===== src/core/tfw_pkg.sv =====
// Shared constants and state encoding for the tape write sequencer
package tfw_pkg;
    // Field widths
    localparam int FC_W   = 16;
    localparam int CHAR_W = 8;
    localparam int CNT_W  = 8;
    localparam int DLY_W  = 12;
    // Function codes (octal 61 and 27)
    localparam logic [5:0] FN_WRITE_FWD = 6'h31;
    localparam logic [5:0] FN_WRITE_TM  = 6'h17;
    // Density code that selects phase encoding
    localparam logic [2:0] DEN_PE = 3'h4;
    // Character patterns
    localparam logic [7:0] CHAR_ZERO    = 8'h00;
    localparam logic [7:0] CHAR_ONES    = 8'hFF;
    localparam logic [7:0] TM_NRZI_CHAR = 8'h13;
    localparam logic [7:0] TM_PE_LOW    = 8'h58;
    // Counts of characters and pulses
    localparam logic [7:0] PRE_ZEROS    = 8'h28;
    localparam logic [7:0] TM_PE_PULSES = 8'h50;
    localparam logic [7:0] TM_GAP_CHARS = 8'h07;
    localparam logic [7:0] CNT_ONE      = 8'h01;
    localparam logic [15:0] FC_ONE      = 16'h0001;
    localparam logic [15:0] FC_LAST     = 16'hFFFF;
    localparam logic [8:0] CRC_POLY     = 9'h0F3;
    // Sequencer states, one-hot
    typedef enum logic [13:0] {
        S_IDLE  = 14'h0001,
        S_RUNW  = 14'h0002,
        S_ACCEL = 14'h0004,
        S_IDB   = 14'h0008,
        S_PRE   = 14'h0010,
        S_DATA  = 14'h0020,
        S_POST  = 14'h0040,
        S_CRC   = 14'h0080,
        S_LRC   = 14'h0100,
        S_TMPE  = 14'h0200,
        S_TMNR  = 14'h0400,
        S_TMGAP = 14'h0800,
        S_READ  = 14'h1000,
        S_STOPD = 14'h2000
    } tfw_state_t;
endpackage


===== src/core/tfw_parts.sv =====
// Rate divider and motion delay counter used by the write sequencer
`timescale 1ns/100ps
module tfw_rate_div
    import tfw_pkg::*;
#(
    parameter logic [7:0] RATE_DIV = 8'h04
) (
    // Clock and reset
    input  wire logic clk,
    input  wire logic reset_n,
    // Reference clock edge in, rate tick out
    input  wire logic ref_edge,
    output logic      rate_tick
);
    logic [7:0] div_ff;
    logic       tick_ff;
    wire        wrap = (div_ff == RATE_DIV - 8'h01);

    // Divide reference edges down to the delay rate
    always_ff @(posedge clk or negedge reset_n) begin
        if (!reset_n) begin
            div_ff  <= 8'h00;
            tick_ff <= 1'b0;
        end else begin
            tick_ff <= ref_edge & wrap;
            if (ref_edge) begin
                div_ff <= wrap ? 8'h00 : div_ff + 8'h01;
            end
        end
    end
    assign rate_tick = tick_ff;
endmodule

module tfw_motion_delay
    import tfw_pkg::*;
#(
    parameter logic [11:0] MOTION_DELAY = 12'h010
) (
    // Clock and reset
    input  wire logic clk,
    input  wire logic reset_n,
    // Start, rate tick and completion pulse
    input  wire logic start,
    input  wire logic rate_tick,
    output logic      done
);
    logic [DLY_W-1:0] cnt_ff;
    logic             busy_ff;
    logic             done_ff;
    wire              last = (cnt_ff == MOTION_DELAY - 12'h001);

    // Count rate ticks from start to the delay length
    always_ff @(posedge clk or negedge reset_n) begin
        if (!reset_n) begin
            cnt_ff  <= 12'h000;
            busy_ff <= 1'b0;
            done_ff <= 1'b0;
        end else begin
            done_ff <= busy_ff & rate_tick & last;
            if (start) begin
                cnt_ff  <= 12'h000;
                busy_ff <= 1'b1;
            end else if (busy_ff && rate_tick) begin
                cnt_ff  <= cnt_ff + 12'h001;
                busy_ff <= !last;
            end
        end
    end
    assign done = done_ff;
endmodule


===== src/core/tfw_write_seq.sv =====
// Write sequencer of the tape formatter: data write and tape mark
// Summary of operation
// - Tape control write drives select and density
// - Write forward asserts forward and write lines
// - Bus occupied only after error-free decode
// - Run starts motion and takes first word
// - Motion delay end negates accelerating
// - Phase mode data write at tape start writes ID burst
// - Preamble: forty zeros then one ones
// - Split words, request next word each time
// - Each character increments count, adds parity
// - Phase overflow: end of block, then postamble
// - NRZI characters update cyclic check generator
// - NRZI overflow: end of block, cyclic, longitudinal
// - First record density locks tape mode
// - Record end: delay, stop, clear go
// - Tape mark starts motion without waiting run
// - Phase tape mark: lines low, 80 pulses
// - NRZI tape mark, gap, longitudinal strobe
// - Tape mark read back: delay then stop
// - Space stops at tape mark
// - Delay counter runs on divided rate clock
`timescale 1ns/100ps
module tfw_write_seq
    import tfw_pkg::*;
#(
    parameter logic [7:0]  RATE_DIV     = 8'h04,
    parameter logic [11:0] MOTION_DELAY = 12'h010,
    parameter logic [7:0]  CHAR_EDGES   = 8'h04,
    parameter logic [7:0]  IDB_CHARS    = 8'h20
) (
    // Clock and reset
    input  wire logic        clk,
    input  wire logic        reset_n,
    // Host tape control and frame count loads
    input  wire logic        tc_write,
    input  wire logic [2:0]  tc_select,
    input  wire logic [2:0]  tc_density,
    input  wire logic        fc_load,
    input  wire logic [15:0] fc_value,
    // Host command, run and data word
    input  wire logic        cmd_write,
    input  wire logic [5:0]  cmd_func,
    input  wire logic        error_in,
    input  wire logic        run,
    input  wire logic [15:0] data_word,
    output logic             word_take,
    output logic             bus_occupied,
    output logic             end_of_block,
    output logic             go,
    output logic [15:0]      frame_count,
    output logic             pe_mode,
    // Read-back and space status
    input  wire logic        read_end_of_record,
    input  wire logic        read_tape_mark,
    input  wire logic        space_active,
    // Transport side
    input  wire logic        tape_start,
    input  wire logic        transport_ref_clock,
    input  wire logic        transport_write_clock,
    output logic [2:0]       transport_select,
    output logic [2:0]       density_select,
    output logic             forward_dir,
    output logic             write_enable,
    output logic             motion_start_pulse,
    output logic             accelerating,
    output logic             stop_motion,
    output logic [7:0]       write_line,
    output logic             write_parity,
    output logic             record_pulse,
    output logic             long_check_strobe
);
    localparam logic [7:0] TM_GAP_EDGES = 8'(TM_GAP_CHARS * CHAR_EDGES);

    tfw_state_t       state_ff, nxt_state;
    logic [2:0]       sel_ff, den_ff;
    logic [FC_W-1:0]  fc_ff, nxt_fc;
    logic [15:0]      word_ff, nxt_word;
    logic             half_ff, nxt_half;
    logic [CNT_W-1:0] cnt_ff, nxt_cnt;
    logic [8:0]       crc_ff, nxt_crc, lrc_ff, nxt_lrc;
    logic [7:0]       line_ff, nxt_line;
    logic             par_ff, nxt_par, rec_ff, nxt_rec;
    logic             lcs_ff, nxt_lcs, eob_ff, nxt_eob, stop_ff, nxt_stop;
    logic             msp_ff, nxt_msp, go_ff, nxt_go, wr_ff, nxt_wr;
    logic             tm_ff, nxt_tm, pe_ff, nxt_pe, bot_ff, nxt_bot;
    logic [7:0]       lock_ff, lmode_ff;
    logic             wc_s1, wc_s2, wc_s3, rc_s1, rc_s2, rc_s3;
    logic             take, dly_start, rate_tick, dly_done, lock_now;

    // Write clock and reference clock synchronisers and edges
    always_ff @(posedge clk or negedge reset_n) begin
        if (!reset_n) begin
            {wc_s1, wc_s2, wc_s3} <= 3'h0;
            {rc_s1, rc_s2, rc_s3} <= 3'h0;
        end else begin
            {wc_s1, wc_s2, wc_s3} <= {transport_write_clock, wc_s1, wc_s2};
            {rc_s1, rc_s2, rc_s3} <= {transport_ref_clock, rc_s1, rc_s2};
        end
    end
    wire wclk_edge = wc_s2 & ~wc_s3;
    wire ref_edge  = rc_s2 & ~rc_s3;

    // Delay rate clock and motion delay counter
    tfw_rate_div #(.RATE_DIV(RATE_DIV)) u_div (
        .clk       (clk),
        .reset_n   (reset_n),
        .ref_edge  (ref_edge),
        .rate_tick (rate_tick)
    );
    tfw_motion_delay #(.MOTION_DELAY(MOTION_DELAY)) u_dly (
        .clk       (clk),
        .reset_n   (reset_n),
        .start     (dly_start),
        .rate_tick (rate_tick),
        .done      (dly_done)
    );

    // Command decode, character selection and mode choice
    wire        is_wfwd   = cmd_write && (cmd_func == FN_WRITE_FWD);
    wire        is_wtm    = cmd_write && (cmd_func == FN_WRITE_TM);
    wire [7:0]  data_char = half_ff ? word_ff[15:8] : word_ff[7:0];
    wire        data_par  = ~^data_char;
    wire [15:0] fc_inc    = fc_ff + FC_ONE;
    wire [8:0]  crc_mix   = crc_ff ^ {data_par, data_char};
    wire [8:0]  crc_step  = {crc_mix[7:0], 1'b0} ^ (crc_mix[8] ? CRC_POLY : 9'h000);
    wire        den_pe    = (den_ff == DEN_PE);
    wire        pe_pick   = (tape_start || !lock_ff[sel_ff]) ? den_pe : lmode_ff[sel_ff];

    // Sequencer next state
    always_comb begin
        nxt_state = state_ff;
        nxt_fc    = fc_load ? fc_value : fc_ff;
        nxt_word  = word_ff;
        nxt_half  = half_ff;
        nxt_cnt   = cnt_ff;
        nxt_crc   = crc_ff;
        nxt_lrc   = lrc_ff;
        nxt_line  = line_ff;
        nxt_par   = par_ff;
        nxt_rec   = 1'b0;
        nxt_lcs   = 1'b0;
        nxt_eob   = 1'b0;
        nxt_stop  = 1'b0;
        nxt_msp   = 1'b0;
        nxt_go    = go_ff;
        nxt_wr    = wr_ff;
        nxt_tm    = tm_ff;
        nxt_pe    = pe_ff;
        nxt_bot   = bot_ff;
        take      = 1'b0;
        dly_start = 1'b0;
        lock_now  = 1'b0;
        case (state_ff)
            S_IDLE: begin
                nxt_wr = 1'b0;
                if ((is_wfwd || is_wtm) && !error_in) begin
                    nxt_wr    = 1'b1;
                    nxt_go    = 1'b1;
                    nxt_tm    = is_wtm;
                    nxt_pe    = pe_pick;
                    nxt_bot   = tape_start;
                    nxt_crc   = 9'h000;
                    nxt_lrc   = 9'h000;
                    nxt_cnt   = 8'h00;
                    lock_now  = 1'b1;
                    nxt_state = S_RUNW;
                    if (is_wtm) begin
                        nxt_msp   = 1'b1;
                        dly_start = 1'b1;
                        nxt_state = S_ACCEL;
                    end
                end else if (space_active && read_tape_mark) begin
                    dly_start = 1'b1;
                    nxt_state = S_STOPD;
                end
            end
            S_RUNW: begin
                if (run) begin
                    nxt_msp   = 1'b1;
                    take      = 1'b1;
                    nxt_word  = data_word;
                    nxt_half  = 1'b0;
                    dly_start = 1'b1;
                    nxt_state = S_ACCEL;
                end
            end
            S_ACCEL: begin
                if (dly_done) begin
                    if (tm_ff) begin
                        nxt_state = pe_ff ? S_TMPE : S_TMNR;
                    end else if (pe_ff) begin
                        nxt_state = bot_ff ? S_IDB : S_PRE;
                    end else begin
                        nxt_state = S_DATA;
                    end
                end
            end
            S_IDB: begin
                if (wclk_edge) begin
                    nxt_line = CHAR_ONES;
                    nxt_par  = 1'b1;
                    nxt_rec  = 1'b1;
                    nxt_cnt  = cnt_ff + CNT_ONE;
                    if (cnt_ff == IDB_CHARS - CNT_ONE) begin
                        nxt_cnt   = 8'h00;
                        nxt_state = S_PRE;
                    end
                end
            end
            S_PRE: begin
                if (wclk_edge) begin
                    nxt_rec  = 1'b1;
                    nxt_cnt  = cnt_ff + CNT_ONE;
                    nxt_line = CHAR_ZERO;
                    nxt_par  = 1'b0;
                    if (cnt_ff == PRE_ZEROS) begin
                        nxt_line  = CHAR_ONES;
                        nxt_par   = 1'b1;
                        nxt_cnt   = 8'h00;
                        nxt_state = S_DATA;
                    end
                end
            end
            S_DATA: begin
                if (wclk_edge) begin
                    nxt_line = data_char;
                    nxt_par  = data_par;
                    nxt_rec  = 1'b1;
                    nxt_fc   = fc_inc;
                    nxt_half = !half_ff;
                    nxt_crc  = crc_step;
                    nxt_lrc  = lrc_ff ^ {data_par, data_char};
                    if (half_ff && fc_inc != 16'h0000) begin
                        take     = 1'b1;
                        nxt_word = data_word;
                    end
                    if (fc_inc == 16'h0000) begin
                        nxt_eob   = 1'b1;
                        nxt_state = pe_ff ? S_POST : S_CRC;
                    end
                end
            end
            S_POST: begin
                if (wclk_edge) begin
                    nxt_rec  = 1'b1;
                    nxt_line = (cnt_ff == 8'h00) ? CHAR_ONES : CHAR_ZERO;
                    nxt_par  = (cnt_ff == 8'h00);
                    nxt_cnt  = cnt_ff + CNT_ONE;
                    if (cnt_ff == PRE_ZEROS) begin
                        nxt_state = S_READ;
                    end
                end
            end
            S_CRC: begin
                if (wclk_edge) begin
                    nxt_line  = crc_ff[7:0];
                    nxt_par   = crc_ff[8];
                    nxt_rec   = 1'b1;
                    nxt_lrc   = lrc_ff ^ crc_ff;
                    nxt_state = S_LRC;
                end
            end
            S_LRC: begin
                if (wclk_edge) begin
                    nxt_line  = lrc_ff[7:0];
                    nxt_par   = lrc_ff[8];
                    nxt_lcs   = 1'b1;
                    nxt_state = S_READ;
                end
            end
            S_TMPE: begin
                if (wclk_edge) begin
                    nxt_line = CHAR_ZERO & ~TM_PE_LOW;
                    nxt_par  = 1'b0;
                    nxt_rec  = 1'b1;
                    nxt_cnt  = cnt_ff + CNT_ONE;
                    if (cnt_ff == TM_PE_PULSES - CNT_ONE) begin
                        nxt_state = S_READ;
                    end
                end
            end
            S_TMNR: begin
                if (wclk_edge) begin
                    nxt_line  = TM_NRZI_CHAR;
                    nxt_par   = ~^TM_NRZI_CHAR;
                    nxt_rec   = 1'b1;
                    nxt_cnt   = 8'h00;
                    nxt_state = S_TMGAP;
                end
            end
            S_TMGAP: begin
                if (wclk_edge) begin
                    nxt_cnt = cnt_ff + CNT_ONE;
                    if (cnt_ff == TM_GAP_EDGES - CNT_ONE) begin
                        nxt_lcs   = 1'b1;
                        nxt_state = S_READ;
                    end
                end
            end
            S_READ: begin
                if ((!tm_ff && read_end_of_record) || (tm_ff && read_tape_mark)) begin
                    dly_start = 1'b1;
                    nxt_state = S_STOPD;
                end
            end
            S_STOPD: begin
                if (dly_done) begin
                    nxt_stop  = 1'b1;
                    nxt_go    = 1'b0;
                    nxt_wr    = 1'b0;
                    nxt_state = S_IDLE;
                end
            end
            default: begin
                nxt_state = S_IDLE;
            end
        endcase
    end

    // Tape control fields and per-transport mode lock
    always_ff @(posedge clk or negedge reset_n) begin
        if (!reset_n) begin
            sel_ff   <= 3'h0;
            den_ff   <= 3'h0;
            lock_ff  <= 8'h00;
            lmode_ff <= 8'h00;
        end else begin
            if (tc_write) begin
                sel_ff <= tc_select;
                den_ff <= tc_density;
            end
            if (lock_now) begin
                lock_ff[sel_ff]  <= 1'b1;
                lmode_ff[sel_ff] <= pe_pick;
            end
        end
    end

    // Sequencer registers
    always_ff @(posedge clk or negedge reset_n) begin
        if (!reset_n) begin
            state_ff <= S_IDLE;
            {fc_ff, word_ff, half_ff, cnt_ff} <= '0;
            {crc_ff, lrc_ff, line_ff, par_ff} <= '0;
            {rec_ff, lcs_ff, eob_ff, stop_ff, msp_ff} <= 5'h00;
            {go_ff, wr_ff, tm_ff, pe_ff, bot_ff} <= 5'h00;
        end else begin
            state_ff <= nxt_state;
            {fc_ff, word_ff, half_ff, cnt_ff} <= {nxt_fc, nxt_word, nxt_half, nxt_cnt};
            {crc_ff, lrc_ff, line_ff, par_ff} <= {nxt_crc, nxt_lrc, nxt_line, nxt_par};
            {rec_ff, lcs_ff, eob_ff, stop_ff, msp_ff} <=
                {nxt_rec, nxt_lcs, nxt_eob, nxt_stop, nxt_msp};
            {go_ff, wr_ff, tm_ff, pe_ff, bot_ff} <= {nxt_go, nxt_wr, nxt_tm, nxt_pe, nxt_bot};
        end
    end

    // Outputs
    assign word_take          = take;
    assign bus_occupied       = go_ff && !tm_ff;
    assign end_of_block       = eob_ff;
    assign go                 = go_ff;
    assign frame_count        = fc_ff;
    assign pe_mode            = pe_ff;
    assign transport_select   = sel_ff;
    assign density_select     = den_ff;
    assign forward_dir        = wr_ff;
    assign write_enable       = wr_ff;
    assign motion_start_pulse = msp_ff;
    assign accelerating       = (state_ff == S_ACCEL);
    assign stop_motion        = stop_ff;
    assign write_line         = line_ff;
    assign write_parity       = par_ff;
    assign record_pulse       = rec_ff;
    assign long_check_strobe  = lcs_ff;
endmodule


===== config.mk =====
export PLATFORM = sky130hd
export DESIGN_NAME = tfw_write_seq
export DESIGN_NICKNAME = d
export VERILOG_FILES = /design/src/core/tfw_pkg.sv /design/src/core/tfw_parts.sv /design/src/core/tfw_write_seq.sv
export SDC_FILE = /design/constraint.sdc
export NUM_CORES = 1
export LEC_CHECK = 0
export ABC_AREA = 1
export BUFFER_PORTS_ARGS = -buffer_cell sky130_fd_sc_hd__buf_2
export CAP_MARGIN = 10
export CORE_MARGIN = 4
export CORE_UTILIZATION = 30
export CTS_CLUSTER_SIZE = 28
export DETAILED_ROUTE_END_ITERATION = 6
export PLACE_DENSITY = 0.46
export REMOVE_ABC_BUFFERS = 1
export SLEW_MARGIN = 15
export SYNTH_ARGS = -nofsm -noshare
export SYNTH_HDL_FRONTEND = slang
export SYNTH_SLANG_ARGS = --single-unit

===== constraint.sdc =====
create_clock -name clk -period 1.85 [get_ports clk]
set_input_delay 0.37 -clock clk [delete_from_list [all_inputs] [get_ports clk]]
set_output_delay 0.37 -clock clk [all_outputs]
set_load 0.005 [all_outputs]

-- Yosys cells after proc, flatten, opt, wreduce, memory -nomap -nowiden
Index checks and enable logic that the tools add are counted.
- word-level logic and storage cells: 256
- input bits: 57
- register bits: 143
- bitwise operators: 12
- reductions and logical operators: 44
- mux-type cells: 113
- add/sub/neg operators: 4
- eq/ne operators: 47
- $lt $le $gt $ge: 2
- operators by type and width (cell ; number):
    2-to-1 mux 14 bit ; 21
    one-hot mux 14 bit (14 select lines) ; 1
    2-to-1 mux 8 bit ; 20
    2-to-1 mux 16 bit ; 6
    one-hot mux 8 bit (8 select lines) ; 1
    one-hot mux 8 bit (5 select lines) ; 1
    != test 2 bit, second input constant ; 19
    2-to-1 mux 1 bit ; 37
    2-to-1 mux 9 bit ; 4
    one-hot mux 16 bit (2 select lines) ; 1
    one-hot mux 9 bit (3 select lines) ; 1
    XOR 9 bit ; 3
    2-to-1 mux 12 bit ; 2
    2-to-1 mux 11 bit ; 2
    AND reduction 20 bit ; 1
    one-hot mux 9 bit (2 select lines) ; 1
    adder 16 x 1 -> 16 bit, second input constant ; 1
    adder 8 x 1 -> 8 bit, second input constant ; 2
    == test 8 x 5 -> 1 bit, second input constant ; 2
    logical NOT 16 bit ; 1
    nonzero test 16 bit ; 1
    == test 14 x 1 -> 1 bit, second input constant ; 1
    == test 14 x 10 -> 1 bit, second input constant ; 1
    == test 14 x 11 -> 1 bit, second input constant ; 1
    55 further kinds ; 91

-- Logic depth before layout (Yosys ltp)
Gate-level depths: netlist (run 1).
- depth in word-level cells: 7
- mapped depth: 17
- depth with buffers taken out: 16

-- Cells and area by module
A second synthesis (run 1) with hierarchy kept.
- cells, all modules: 1228
- area total of the unflattened synthesis: 8754.6 µm²
- by module, submodules not included (module ; sequential area each (µm²) ; times used ; cells each ; area each (µm²)):
    tfw_write_seq ; 3004.1 ; 1 ; 1066 ; 7521.0
    tfw_motion_delay ; 350.3 ; 1 ; 105 ; 775.7
    tfw_rate_div ; 225.2 ; 1 ; 57 ; 457.9

-- Least setup slack after synthesis (run 1)
No wires, ideal clock.
- kind: register to output
- start: reg state_ff[3]
- end: out word_take
- data arrival time: 1681 ps
- path slack: -201 ps
- required time: 1480 ps
- cell stages (with the launch flop): 8
- buffers on the path: 0
- path through: dfrtp_1 > nor2_1 > nand2_1 > nor2_2 > nand4_4 > nor2_2 > inv_1 > o21ai_0
- word-level cells in the longest chain between the ends: 2
- ends and longest elaborated chain (item ; line ; RTL):
    from (decl) ; tfw_write_seq.sv:75 ; tfw_state_t state_ff, nxt_state;
    from (signal assigned) ; tfw_write_seq.sv:349 ; state_ff <= nxt_state;
    == test 14 x 6 -> 1 bit / == test 14 x 2 -> 1 bit (equally long branches) ; tfw_write_seq.sv:154 ; case (state_ff)
    one-hot mux 1 bit (2 select lines) (*) ; tfw_write_seq.sv:154 ;
    to (decl) ; tfw_write_seq.sv:47 ; output logic word_take,
Every way passes the cells marked *; elsewhere a longest branch is shown, timed or not.

-- Worst setup path after layout (run 1)
- start: reg fc_ff[0], in the netlist frame_count[0]
- end: out word_take
- word-level cells in the longest chain between the ends: 6
- ends and longest elaborated chain (item ; line ; RTL):
    from (decl) ; tfw_write_seq.sv:77 ; logic [FC_W-1:0] fc_ff, nxt_fc;
    from (signal assigned) ; tfw_write_seq.sv:350 ; {fc_ff, word_ff, half_ff, cnt_ff} <= {nxt_fc, nxt_word, nxt_half, nxt_cnt};
    adder 16 x 1 -> 16 bit ; tfw_write_seq.sv:124 ; wire [15:0] fc_inc = fc_ff + FC_ONE;
    nonzero test 16 bit ; tfw_write_seq.sv:234 ; if (half_ff && fc_inc != 16'h0000) begin
    logical AND 1 bit ; tfw_write_seq.sv:234 ;
    2-to-1 mux 1 bit ; tfw_write_seq.sv:234 ;
    2-to-1 mux 1 bit ; tfw_write_seq.sv:226 ; if (wclk_edge) begin
    one-hot mux 1 bit (2 select lines) ; tfw_write_seq.sv:154 ;
Every way passes these cells.

==> results.cfg, run 1 <==
[timing]
min_period_ns = 2.54
skew_ns = 0.0113
hold_viol_final = 0
rsz0062_at_grt = true
timing.final.crit_share = 1.37
slew_headroom = 0.621
layout_setup_ws_ns = -0.689
drv_slew = 0
setup_viol = 100
fin_tns_setup_ns = -30.55
holdWs_ns = 0.0454
worstMarginPinSlew_ns = 0.565
max_freq_mhz = 394

[detailed_routing]
drt_iter0_drc = 398
route.vias.total = 8892
viasPerCell = 4.64
ant_nets = 0
wl_per_cell_um = 14.3
dr.pass1.iters = 5
routed_wl_um = 27400
drc_errors = 0

[layout]
diodes = 0
layout.cells.non_filler = 1917
final_area_um2 = 13200
seq_area_um2 = 3580
nets = 1594
multi_input_area_um2 = 5040
area_growth_pct = 58.0
fill_cells = 2722
post_route_cells_drive_above_1_share = 0.414

[synth]
netlist_area_um2 = 8370
synthCells = 1151
seq_area_frac_synth = 0.428
synth-edff-count = 0
async_flop_share = 1.00
yosysWarnings = 0
synth_top_cell_area_share = 0.425
synthTopCellsByArea = dfrtp_1 (42%), nand2_1 (16%), nand3_1 (6.8%), inv_1 (5.5%), nor2_1 (5.2%)
synth-adder-area-share = 0.00748
synth_top_family_by_area = simple AND/OR/NAND/NOR gates
synth.most_common_cell = nand2_1
synth.distinct_cells = 47
synth_xor_area_frac = 0.0283
muxShareOfSynthArea = 0.00987
synth_common_cells = nand2_1 (352), dfrtp_1 (142), inv_1 (122), nor2_1 (115), nand3_1 (113)
yosys.area_share.simple = 0.369
ys_ff_latch = 143
synth_top_area_cell = dfrtp_1
synth-compound-area-share = 0.0815
synth-main-ff-cell = dfrtp_1
avgSynthCellArea_um2 = 7.27

[critical_path]
cp-start-kind = register
path_delay_family = simple AND/OR/NAND/NOR gates
worstPathArrival_ns = 2.17
crit_slowest_cell = dfrtp_1
crit_fanout = 4
criticalPathCategory = reg -> out
worst_setup_path_end_kind = output port
crit_required_ns = 1.48
crit_buf_inv = 5
max_stage_delay_ns = 0.42
crit_chain = buf_6 > inv_4 > nor2_4 > buf_6 > buf_4 > nand3b_1 > nand2_1 > nor2_1 > nand2_1 > nor2_2 > nand2_2 > nand2_2 > o21ai_2 > buf_2

[clocking]
path_clk_slew_ns = 0.07
clk_latency_ns = 0.43
tritoncts = built
clockBufferDepth = 2
cts_buffers = 17
htreeDepth = 4
cts_root_buf = clkbuf_16
cts.sink_count = 143

[floorplan]
core_um2 = 27200
start_util = 0.308
ios = 100
std_cell_rows = 60
chipWidth_um = 175
die_area_um2 = 30600
die_h_um = 175

[power_and_ir_drop]
vdd_drop_max_mv = 0.593
powerDensity_nw_per_um2 = 957
leakage_nw = 6.67
p_total_mw = 12.7

[worst_hold_path]
hp-class = in -> reg

[global_route]
antenna_found_initial = 1
grt_pass1_wl_um = 44900
track_usage = 0.179
overflow = 0
grt_pass1_vias = 8755
grt_max_degree = 46

[outcome]
violations = negative setup slack
status = finished, violations left

[place]
place_area_um2 = 10900
io_buffers = 99
dp_hpwl_um = 20000
place.gp.congestion = 0.861
placedCellCount = 1820

[job]
cap_violations = 0
cell type report:
class                      instances  area share
timing repair buffer             385       0.226
clock inverter                    15      0.0149
tap                              372      0.0352
sequential                       143       0.271
multi-input combinational        854       0.381
inverter                         130      0.0398
timing repair inverter             1    0.000568
clock buffer                      17      0.0322
power breakdown:
part,internal [mW],switching (mW)
Sequential,3.49,0.277
Clock,2.07,1.60
Combinational,2.51,2.71
final timing paths:
path	start	cells after the start	slack, ns	to
max	frame_count[0]$_DFF_PN0_	14	-0.69	word_take
min	transport_ref_clock	1	0.05	rc_s1$_DFF_PN0_
max reg2reg	frame_count[0]$_DFF_PN0_	16	-0.48	word_ff[15]$_DFFE_PN0P_
min reg2reg	wc_s1$_DFF_PN0_	0	0.35	wc_s2$_DFF_PN0_
max in group asynchronous	reset_n	3	0.75	state_ff[0]$_DFFE_PN1P_
min in group asynchronous	reset_n	2	0.45	density_select[2]$_DFFE_PN0P_
worst register-to-register path, cell delays in order (launching register included):
cell	delay, ns
dfrtp_1	0.42
ha_4	0.19
nand2_1	0.10
nor2_4	0.14
nand3_1	0.10
xor2_1	0.20
nand2_1	0.09
nor2_2	0.11
nand2_2	0.10
nand2_2	0.09
buf_4	0.11
buf_6	0.08
buf_6	0.10
nand2_8	0.11
buf_12	0.16
nand3_1	0.06
nand2_1	0.06
cells in the final DEF (no fill, tap or decap), types with 8 or more instances in the layout:
cell,instances
or2_2,8
nor3_1,12
o21ai_2,11
clkbuf_16,18
o21ai_0,31
nand2_1,288
inv_1,111
nand3_1,81
a21oi_1,20
nor2_4,19
nand4_1,31
nand2_4,24
inv_2,10
dfrtp_1,141
a21oi_2,8
buf_2,99
buf_6,54
nand3_2,28
buf_4,219
nor2_1,84
a31oi_1,9
xor2_1,25
o21ai_1,22
nor2_2,24
nand2_2,48
nand3b_1,12
cells by family (layout without fill, tap and decap cells):
group,after synthesis,after routing
multiplexers,8,8
AO/OA/AOI/OAI,122,122
buffers and inverters,155,548
adder cells (fa/ha/maj),5,5
XOR/XNOR,27,27
AND/OR/NAND/NOR,691,692
flip-flops,143,143
stage by stage:
step / util / setup WS (ns)
final: 0.487 / -0.689
after global routing: 0.487 / -0.867
after CTS: 0.466 / -0.742
after detailed placement: 0.403 / -0.535
after global placement: 0.403 / -0.482
after floorplan: - / -0.480
flip-flops by register name, summed over array words and instances (netlist names), 3 cells and up:
name and flops:
cnt_ff 8, crc_ff 9, density_select 3, frame_count 16, lmode_ff 8, lock_ff 8
lrc_ff 9, state_ff 14, transport_select 3, u_div.div_ff 8, u_dly.cnt_ff 12, word_ff 16
write_line 8
routing by layer:
layer  wire length [um]  global-route usage  up-vias
met2              12700               0.291      155
met5                 13                   0        -
met3                896              0.0309       37
li1                   -                   -     4529
met1              13300               0.248     4169
met4                548              0.0488        2
what timing repair did:
action | 4_1_cts | 5_1_grt
endpoints found under the hold margin | 39 | 0
gates cloned | 7 | 1
hold buffers | 1 | 0
buffers inserted | 44 | 20
pin swaps | 65 | 71
endpoints found under the setup margin | 109 | 111
gates resized for setup | 223 | 124
(Power assumes the default switching activity.)
==> run 2, diff against run 1 <==
BUFFER_PORTS_ARGS = not set   (was -buffer_cell sky130_fd_sc_hd__buf_2)
DONT_BUFFER_PORTS = 1   (was not set)
PLACE_DENSITY = 0.43   (was 0.46)
==> run 2 against run 1 <==
The run ends with negative hold slack, negative setup slack left. Largest cell class unchanged. Non-clock buffer count decreased by 83. Die area unchanged. Hold slack got worse by 0.42 ns. Maximum frequency decreased by 1.9%. Critical path depth decreased by 3. Via count decreased by 3.4%.
==> results.cfg, run 2 (synthesis gave the netlist of run 1 again) <==
[clocking]
clk_latency_ns = 0.44
path_clk_slew_ns = 0.07
htreeDepth = 4
cts.sink_count = 143
cts_buffers = 17
ctsHoldBuffers = 2
tritoncts = built
cts_root_buf = clkbuf_16
clockBufferDepth = 2

[critical_path]
crit_required_ns = 1.48
cp-start-kind = register
crit_fanout = 6
criticalPathCategory = reg -> out
worstPathArrival_ns = 2.22
worst_setup_path_end_kind = output port

[job]
cap_violations = 0

[detailed_routing]
dr.pass1.iters = 5
ant_nets = 0
routed_wl_um = 28100
viasPerCell = 4.68
wl_per_cell_um = 15.3
drc_errors = 0
drt_iter0_drc = 386
route.vias.total = 8587

[timing]
worstMarginPinSlew_ns = 0.529
skew_ns = 0.0159
setup_viol = 102
hold_viol_final = 143
holdWs_ns = -0.371
max_freq_mhz = 386
layout_setup_ws_ns = -0.739
drv_slew = 0
slew_headroom = 0.644
rsz0062_at_grt = true
fin_tns_setup_ns = -31.11
timing.final.crit_share = 1.40
min_period_ns = 2.59

[layout]
mostFrequentLayoutCells = nand2_1 (271), buf_4 (229), dfrtp_1 (140)
fill_cells = 2689
final_area_um2 = 13400
post_route_cells_drive_above_1_share = 0.427
nets = 1512
area_growth_pct = 59.6
layout.cells.non_filler = 1835
diodes = 0
mostFrequentLayoutCell = nand2_1

[floorplan]
start_util = 0.308
ios = 100
die_area_um2 = 30600
die_h_um = 175
core_um2 = 27200
std_cell_rows = 60
chipWidth_um = 175

[power_and_ir_drop]
powerDensity_nw_per_um2 = 964
leakage_nw = 6.45
sequentialPowerShare = 0.294
switchingPower_mw = 4.64
p_int_mw = 8.23
p_sw_frac = 0.360
p_total_mw = 12.9
vdd_drop_max_mv = 0.679
combPwrFrac = 0.426
clkPwrFrac = 0.280

[place]
placedCellCount = 1727
place_area_um2 = 10500
dpl_worst_slack_ns = -0.538
place.gp.congestion = 0.847
io_buffers = 0
dp_hpwl_um = 19200

[global_route]
antenna_found_initial = 0
overflow = 0
grt_max_degree = 144
grt_pass1_vias = 8581
track_usage = 0.183
grt_pass1_wl_um = 45200

[worst_hold_path]
hp-class = in -> async

[outcome]
violations = negative hold slack, negative setup slack
status = finished, violations left
==> run 2: per-stage QoR <==
stage,hold slack (ns),util
after floorplan,0.0744,-
after global placement,0.0839,0.385
after detailed placement,0.0871,0.385
after CTS,-0.387,0.463
after global routing,-0.397,0.491
final,-0.371,0.491
==> run 2: path summary, 6_finish.rpt <==
kind	startpoint	to	slack, ns	depth (start not counted)
min in group clk	tc_write	transport_select[2]$_DFFE_PN0P_	0.04	1
hold reg to reg	rc_s1$_DFF_PN0_	rc_s2$_DFF_PN0_	0.35	0
hold / removal	reset_n	frame_count[3]$_DFF_PN0_	-0.37	0
setup reg to reg	state_ff[12]$_DFFE_PN0P_	u_dly.cnt_ff[0]$_DFFE_PN0P_	-0.47	16
setup / recovery	frame_count[1]$_DFF_PN0_	word_take	-0.74	11
max in group asynchronous	reset_n	cnt_ff[0]$_DFFE_PN0P_	1.80	0
==> run 2: area by class of cell <==
type	instances	area, um2	share of cell area
Inverter	130	526	0.0394
Clock buffer	19	453	0.0339
Multi-Input combinational cell	856	5480	0.410
Timing Repair Buffer	302	2700	0.202
Sequential cell	143	3580	0.268
Tap cell	372	465	0.0349
Clock inverter	13	149	0.0112
==> run 2: metal layers <==
metal  vias to the layer above  GRT usage  routed length, um
met5                         -          0                  0
met4                         0     0.0504                465
met3                        23     0.0407               1370
met2                       173      0.299              13400
met1                      4041      0.246              12900
li1                       4350          -                  -
==> run 2: critical path: stages, from the launching register on <==
cell     delay, ns
dfrtp_1       0.40
buf_6         0.14
nand2_4       0.05
nor2_4        0.18
nand3_2       0.11
nor2_2        0.13
xor2_1        0.20
nor2_1        0.08
nand2_2       0.12
nand2_2       0.09
o21ai_4       0.16
buf_6         0.12
==> run 2: power groups by stage <==
| stage | clock network (mW) | logic [mW] | registers, mW |
|---|---|---|---|
| final | 3.61 | 5.48 | 3.78 |
| after global routing | 3.84 | 5.95 | 3.84 |
| after CTS | 3.73 | 4.94 | 3.78 |
| after detailed placement | 0 | 3.56 | 3.81 |
| after global placement | 0 | 3.56 | 3.82 |
| after floorplan | 0 | 1.83 | 3.80 |
==> run 2: what timing repair did <==
| action | 4_1_cts | 5_1_grt |
|---|---|---|
| setup buffers | 62 | 27 |
| pin swaps | 56 | 75 |
| hold endpoints to repair | 145 | 143 |
| gates resized for setup | 256 | 205 |
| setup endpoints to repair | 105 | 110 |
| gates cloned | 9 | 1 |
==> run 3, diff against run 2 <==
SETUP_SLACK_MARGIN = 0.05   (was not set)
==> run 3 against run 2 <==
The flow still finishes with violations (negative hold slack, negative setup slack). Clock skew down 0.0025 ns. Die area unchanged. Clock power about the same. Total power up 0.80%. Critical path depth up 3. Via count down 0.20%. Largest power group unchanged. Critical path type unchanged. Critical endpoint unchanged. Setup slack worse by 0.0051 ns. Sequential share of layout area down 0.24 points.
==> results.cfg, run 3 (synthesis gave the netlist of run 1 again) <==
[critical_path]
r2r-start = frame_count[0]$_DFF_PN0_
crit_fanout = 3
worst_setup_path_end_kind = output port
crit_chain = ha_4 > nand3_4 > nor2_4 > buf_6 > nand2_4 > nand2_2 > nand2_2 > nor2_2 > nand2_1 > nor2_2 > nand2_2 > nand2_2 > o21ai_4 > buf_6
crit_slowest_cell = dfrtp_1
cp-start-kind = register
crit_required_ns = 1.48
criticalPathCategory = reg -> out
reg2reg_depth = 18
worstPathArrival_ns = 2.22
cp_common_cell = nand2_2
max_stage_delay_ns = 0.41
regToRegSetupSlack_ns = -0.40
cp-startpoint = frame_count[0]$_DFF_PN0_
r2r-end = state_ff[3]$_DFFE_PN0P_

[detailed_routing]
viasPerCell = 4.65
dr.pass1.iters = 6
routed_wl_um = 28000
met3_length_um = 1190
dr.max_layer_used = met4
ant_nets = 0
wl_met2_um = 13400
drc_errors = 0
route.vias.total = 8570
wl_met1_um = 13000
drt_iter0_drc = 390
wl_per_cell_um = 15.2

[timing]
layout_setup_ws_ns = -0.744
slew_headroom = 0.644
skew_ns = 0.0134
timing.final.crit_share = 1.40
fin_tns_setup_ns = -29.96
setup_viol = 102
worstMarginPinSlew_ns = 0.529
max_freq_mhz = 385
min_period_ns = 2.59
drv_slew = 0
hold_viol_final = 143
holdWs_ns = -0.368
rsz0062_at_grt = true

[layout]
diodes = 0
mostFrequentLayoutCells = nand2_1 (265), buf_4 (226), dfrtp_1 (140)
post_route_cells_drive_above_1_share = 0.434
layout.cells.non_filler = 1844
area_growth_pct = 61.0
mostFrequentLayoutCell = nand2_1
nets = 1521

[global_route]
overflow = 0
grt_pass1_vias = 8523
antenna_found_initial = 0
grt_max_degree = 144
grt_pass1_wl_um = 44900
track_usage = 0.182

[power_and_ir_drop]
p_total_mw = 13.0
switchingPower_mw = 4.63
p_sw_frac = 0.357
leakage_nw = 6.54
sequentialPowerShare = 0.292
clkPwrFrac = 0.277
vdd_drop_max_mv = 0.667
p_int_mw = 8.34
combPwrFrac = 0.431
powerDensity_nw_per_um2 = 963

[clocking]
tritoncts = built
ctsHoldBuffers = 2
htreeDepth = 4
path_clk_slew_ns = 0.07
cts_buffers = 17
cts_root_buf = clkbuf_16
clockBufferDepth = 2
cts.sink_count = 143
clk_latency_ns = 0.43

[place]
placedCellCount = 1727
io_buffers = 0
place.gp.congestion = 0.847
dp_hpwl_um = 19200

[floorplan]
core_um2 = 27200
die_h_um = 175
chipWidth_um = 175
std_cell_rows = 60
die_area_um2 = 30600
ios = 100
start_util = 0.308

[outcome]
status = finished, violations left
violations = negative hold slack, negative setup slack

[job]
cap_violations = 0

[worst_hold_path]
hp-class = in -> async
==> run 3: how the worst max path moves through the flow <==
stage	endpoint	slack, ns	cells past startpoint
floorplan	write_line[0]$_DFFE_PN0P_	-0.48	10
global placement	word_take	-0.50	14
detailed placement	word_take	-0.54	14
CTS	word_take	-0.77	11
global route	word_take	-0.88	14
finish	word_take	-0.74	14
==> run 3: cell type report <==
| cell class | instances | area, um2 |
|---|---|---|
| fill | 2675 | 13700 |
| tap | 372 | 465 |
| timing repair buffer | 311 | 2810 |
| multi-input combinational | 856 | 5480 |
| clock inverter | 13 | 149 |
| sequential | 143 | 3580 |
| inverter | 130 | 529 |
| clock buffer | 19 | 453 |
==> run 3: worst max-delay path: cells and delay by family (launching register included) <==
kind                       cells  cell delay (ns)
and+or+nand+nor               10             0.88
buffers and inverters          2             0.25
DFF                            1             0.41
AOI/OAI and AO/OA              1             0.07
adders and majority gates      1             0.19
==> run 3: per-layer routing <==
metal	vias to the layer above	track usage
met4	0	0.0530
met3	22	0.0420
li1	4373	-
met5	-	0
met1	4042	0.245
met2	133	0.294
==> run 3: through the flow <==
stage | instance area [um2] | util | setup WS [ns] | hold WS [ns]
after floorplan | 8220 | - | -0.480 | 0.0744
after global placement | 10500 | 0.385 | -0.501 | 0.0839
after detailed placement | 10500 | 0.385 | -0.538 | 0.0871
after CTS | 12600 | 0.463 | -0.767 | -0.387
after global routing | 13500 | 0.496 | -0.877 | -0.393
final | 13500 | 0.496 | -0.744 | -0.368
==> run 3: timing repair <==
item / in CTS / in global routing
gates cloned: 8 / 1
resized for setup: 254 / 227
pin swaps: 56 / 71
buffers inserted: 66 / 36
setup endpoints to repair: 113 / 113
endpoints found under the hold margin: 145 / 143
==> run 3: power groups by stage <==
stage / logic, mW / registers, mW / clock network, mW
4_1_cts: 4.95 / 3.78 / 3.73
6_report: 5.59 / 3.78 / 3.60
3_3_place_gp: 3.56 / 3.82 / 0
2_1_floorplan: 1.83 / 3.80 / 0
3_5_place_dp: 3.56 / 3.81 / 0
5_1_grt: 6.08 / 3.84 / 3.84
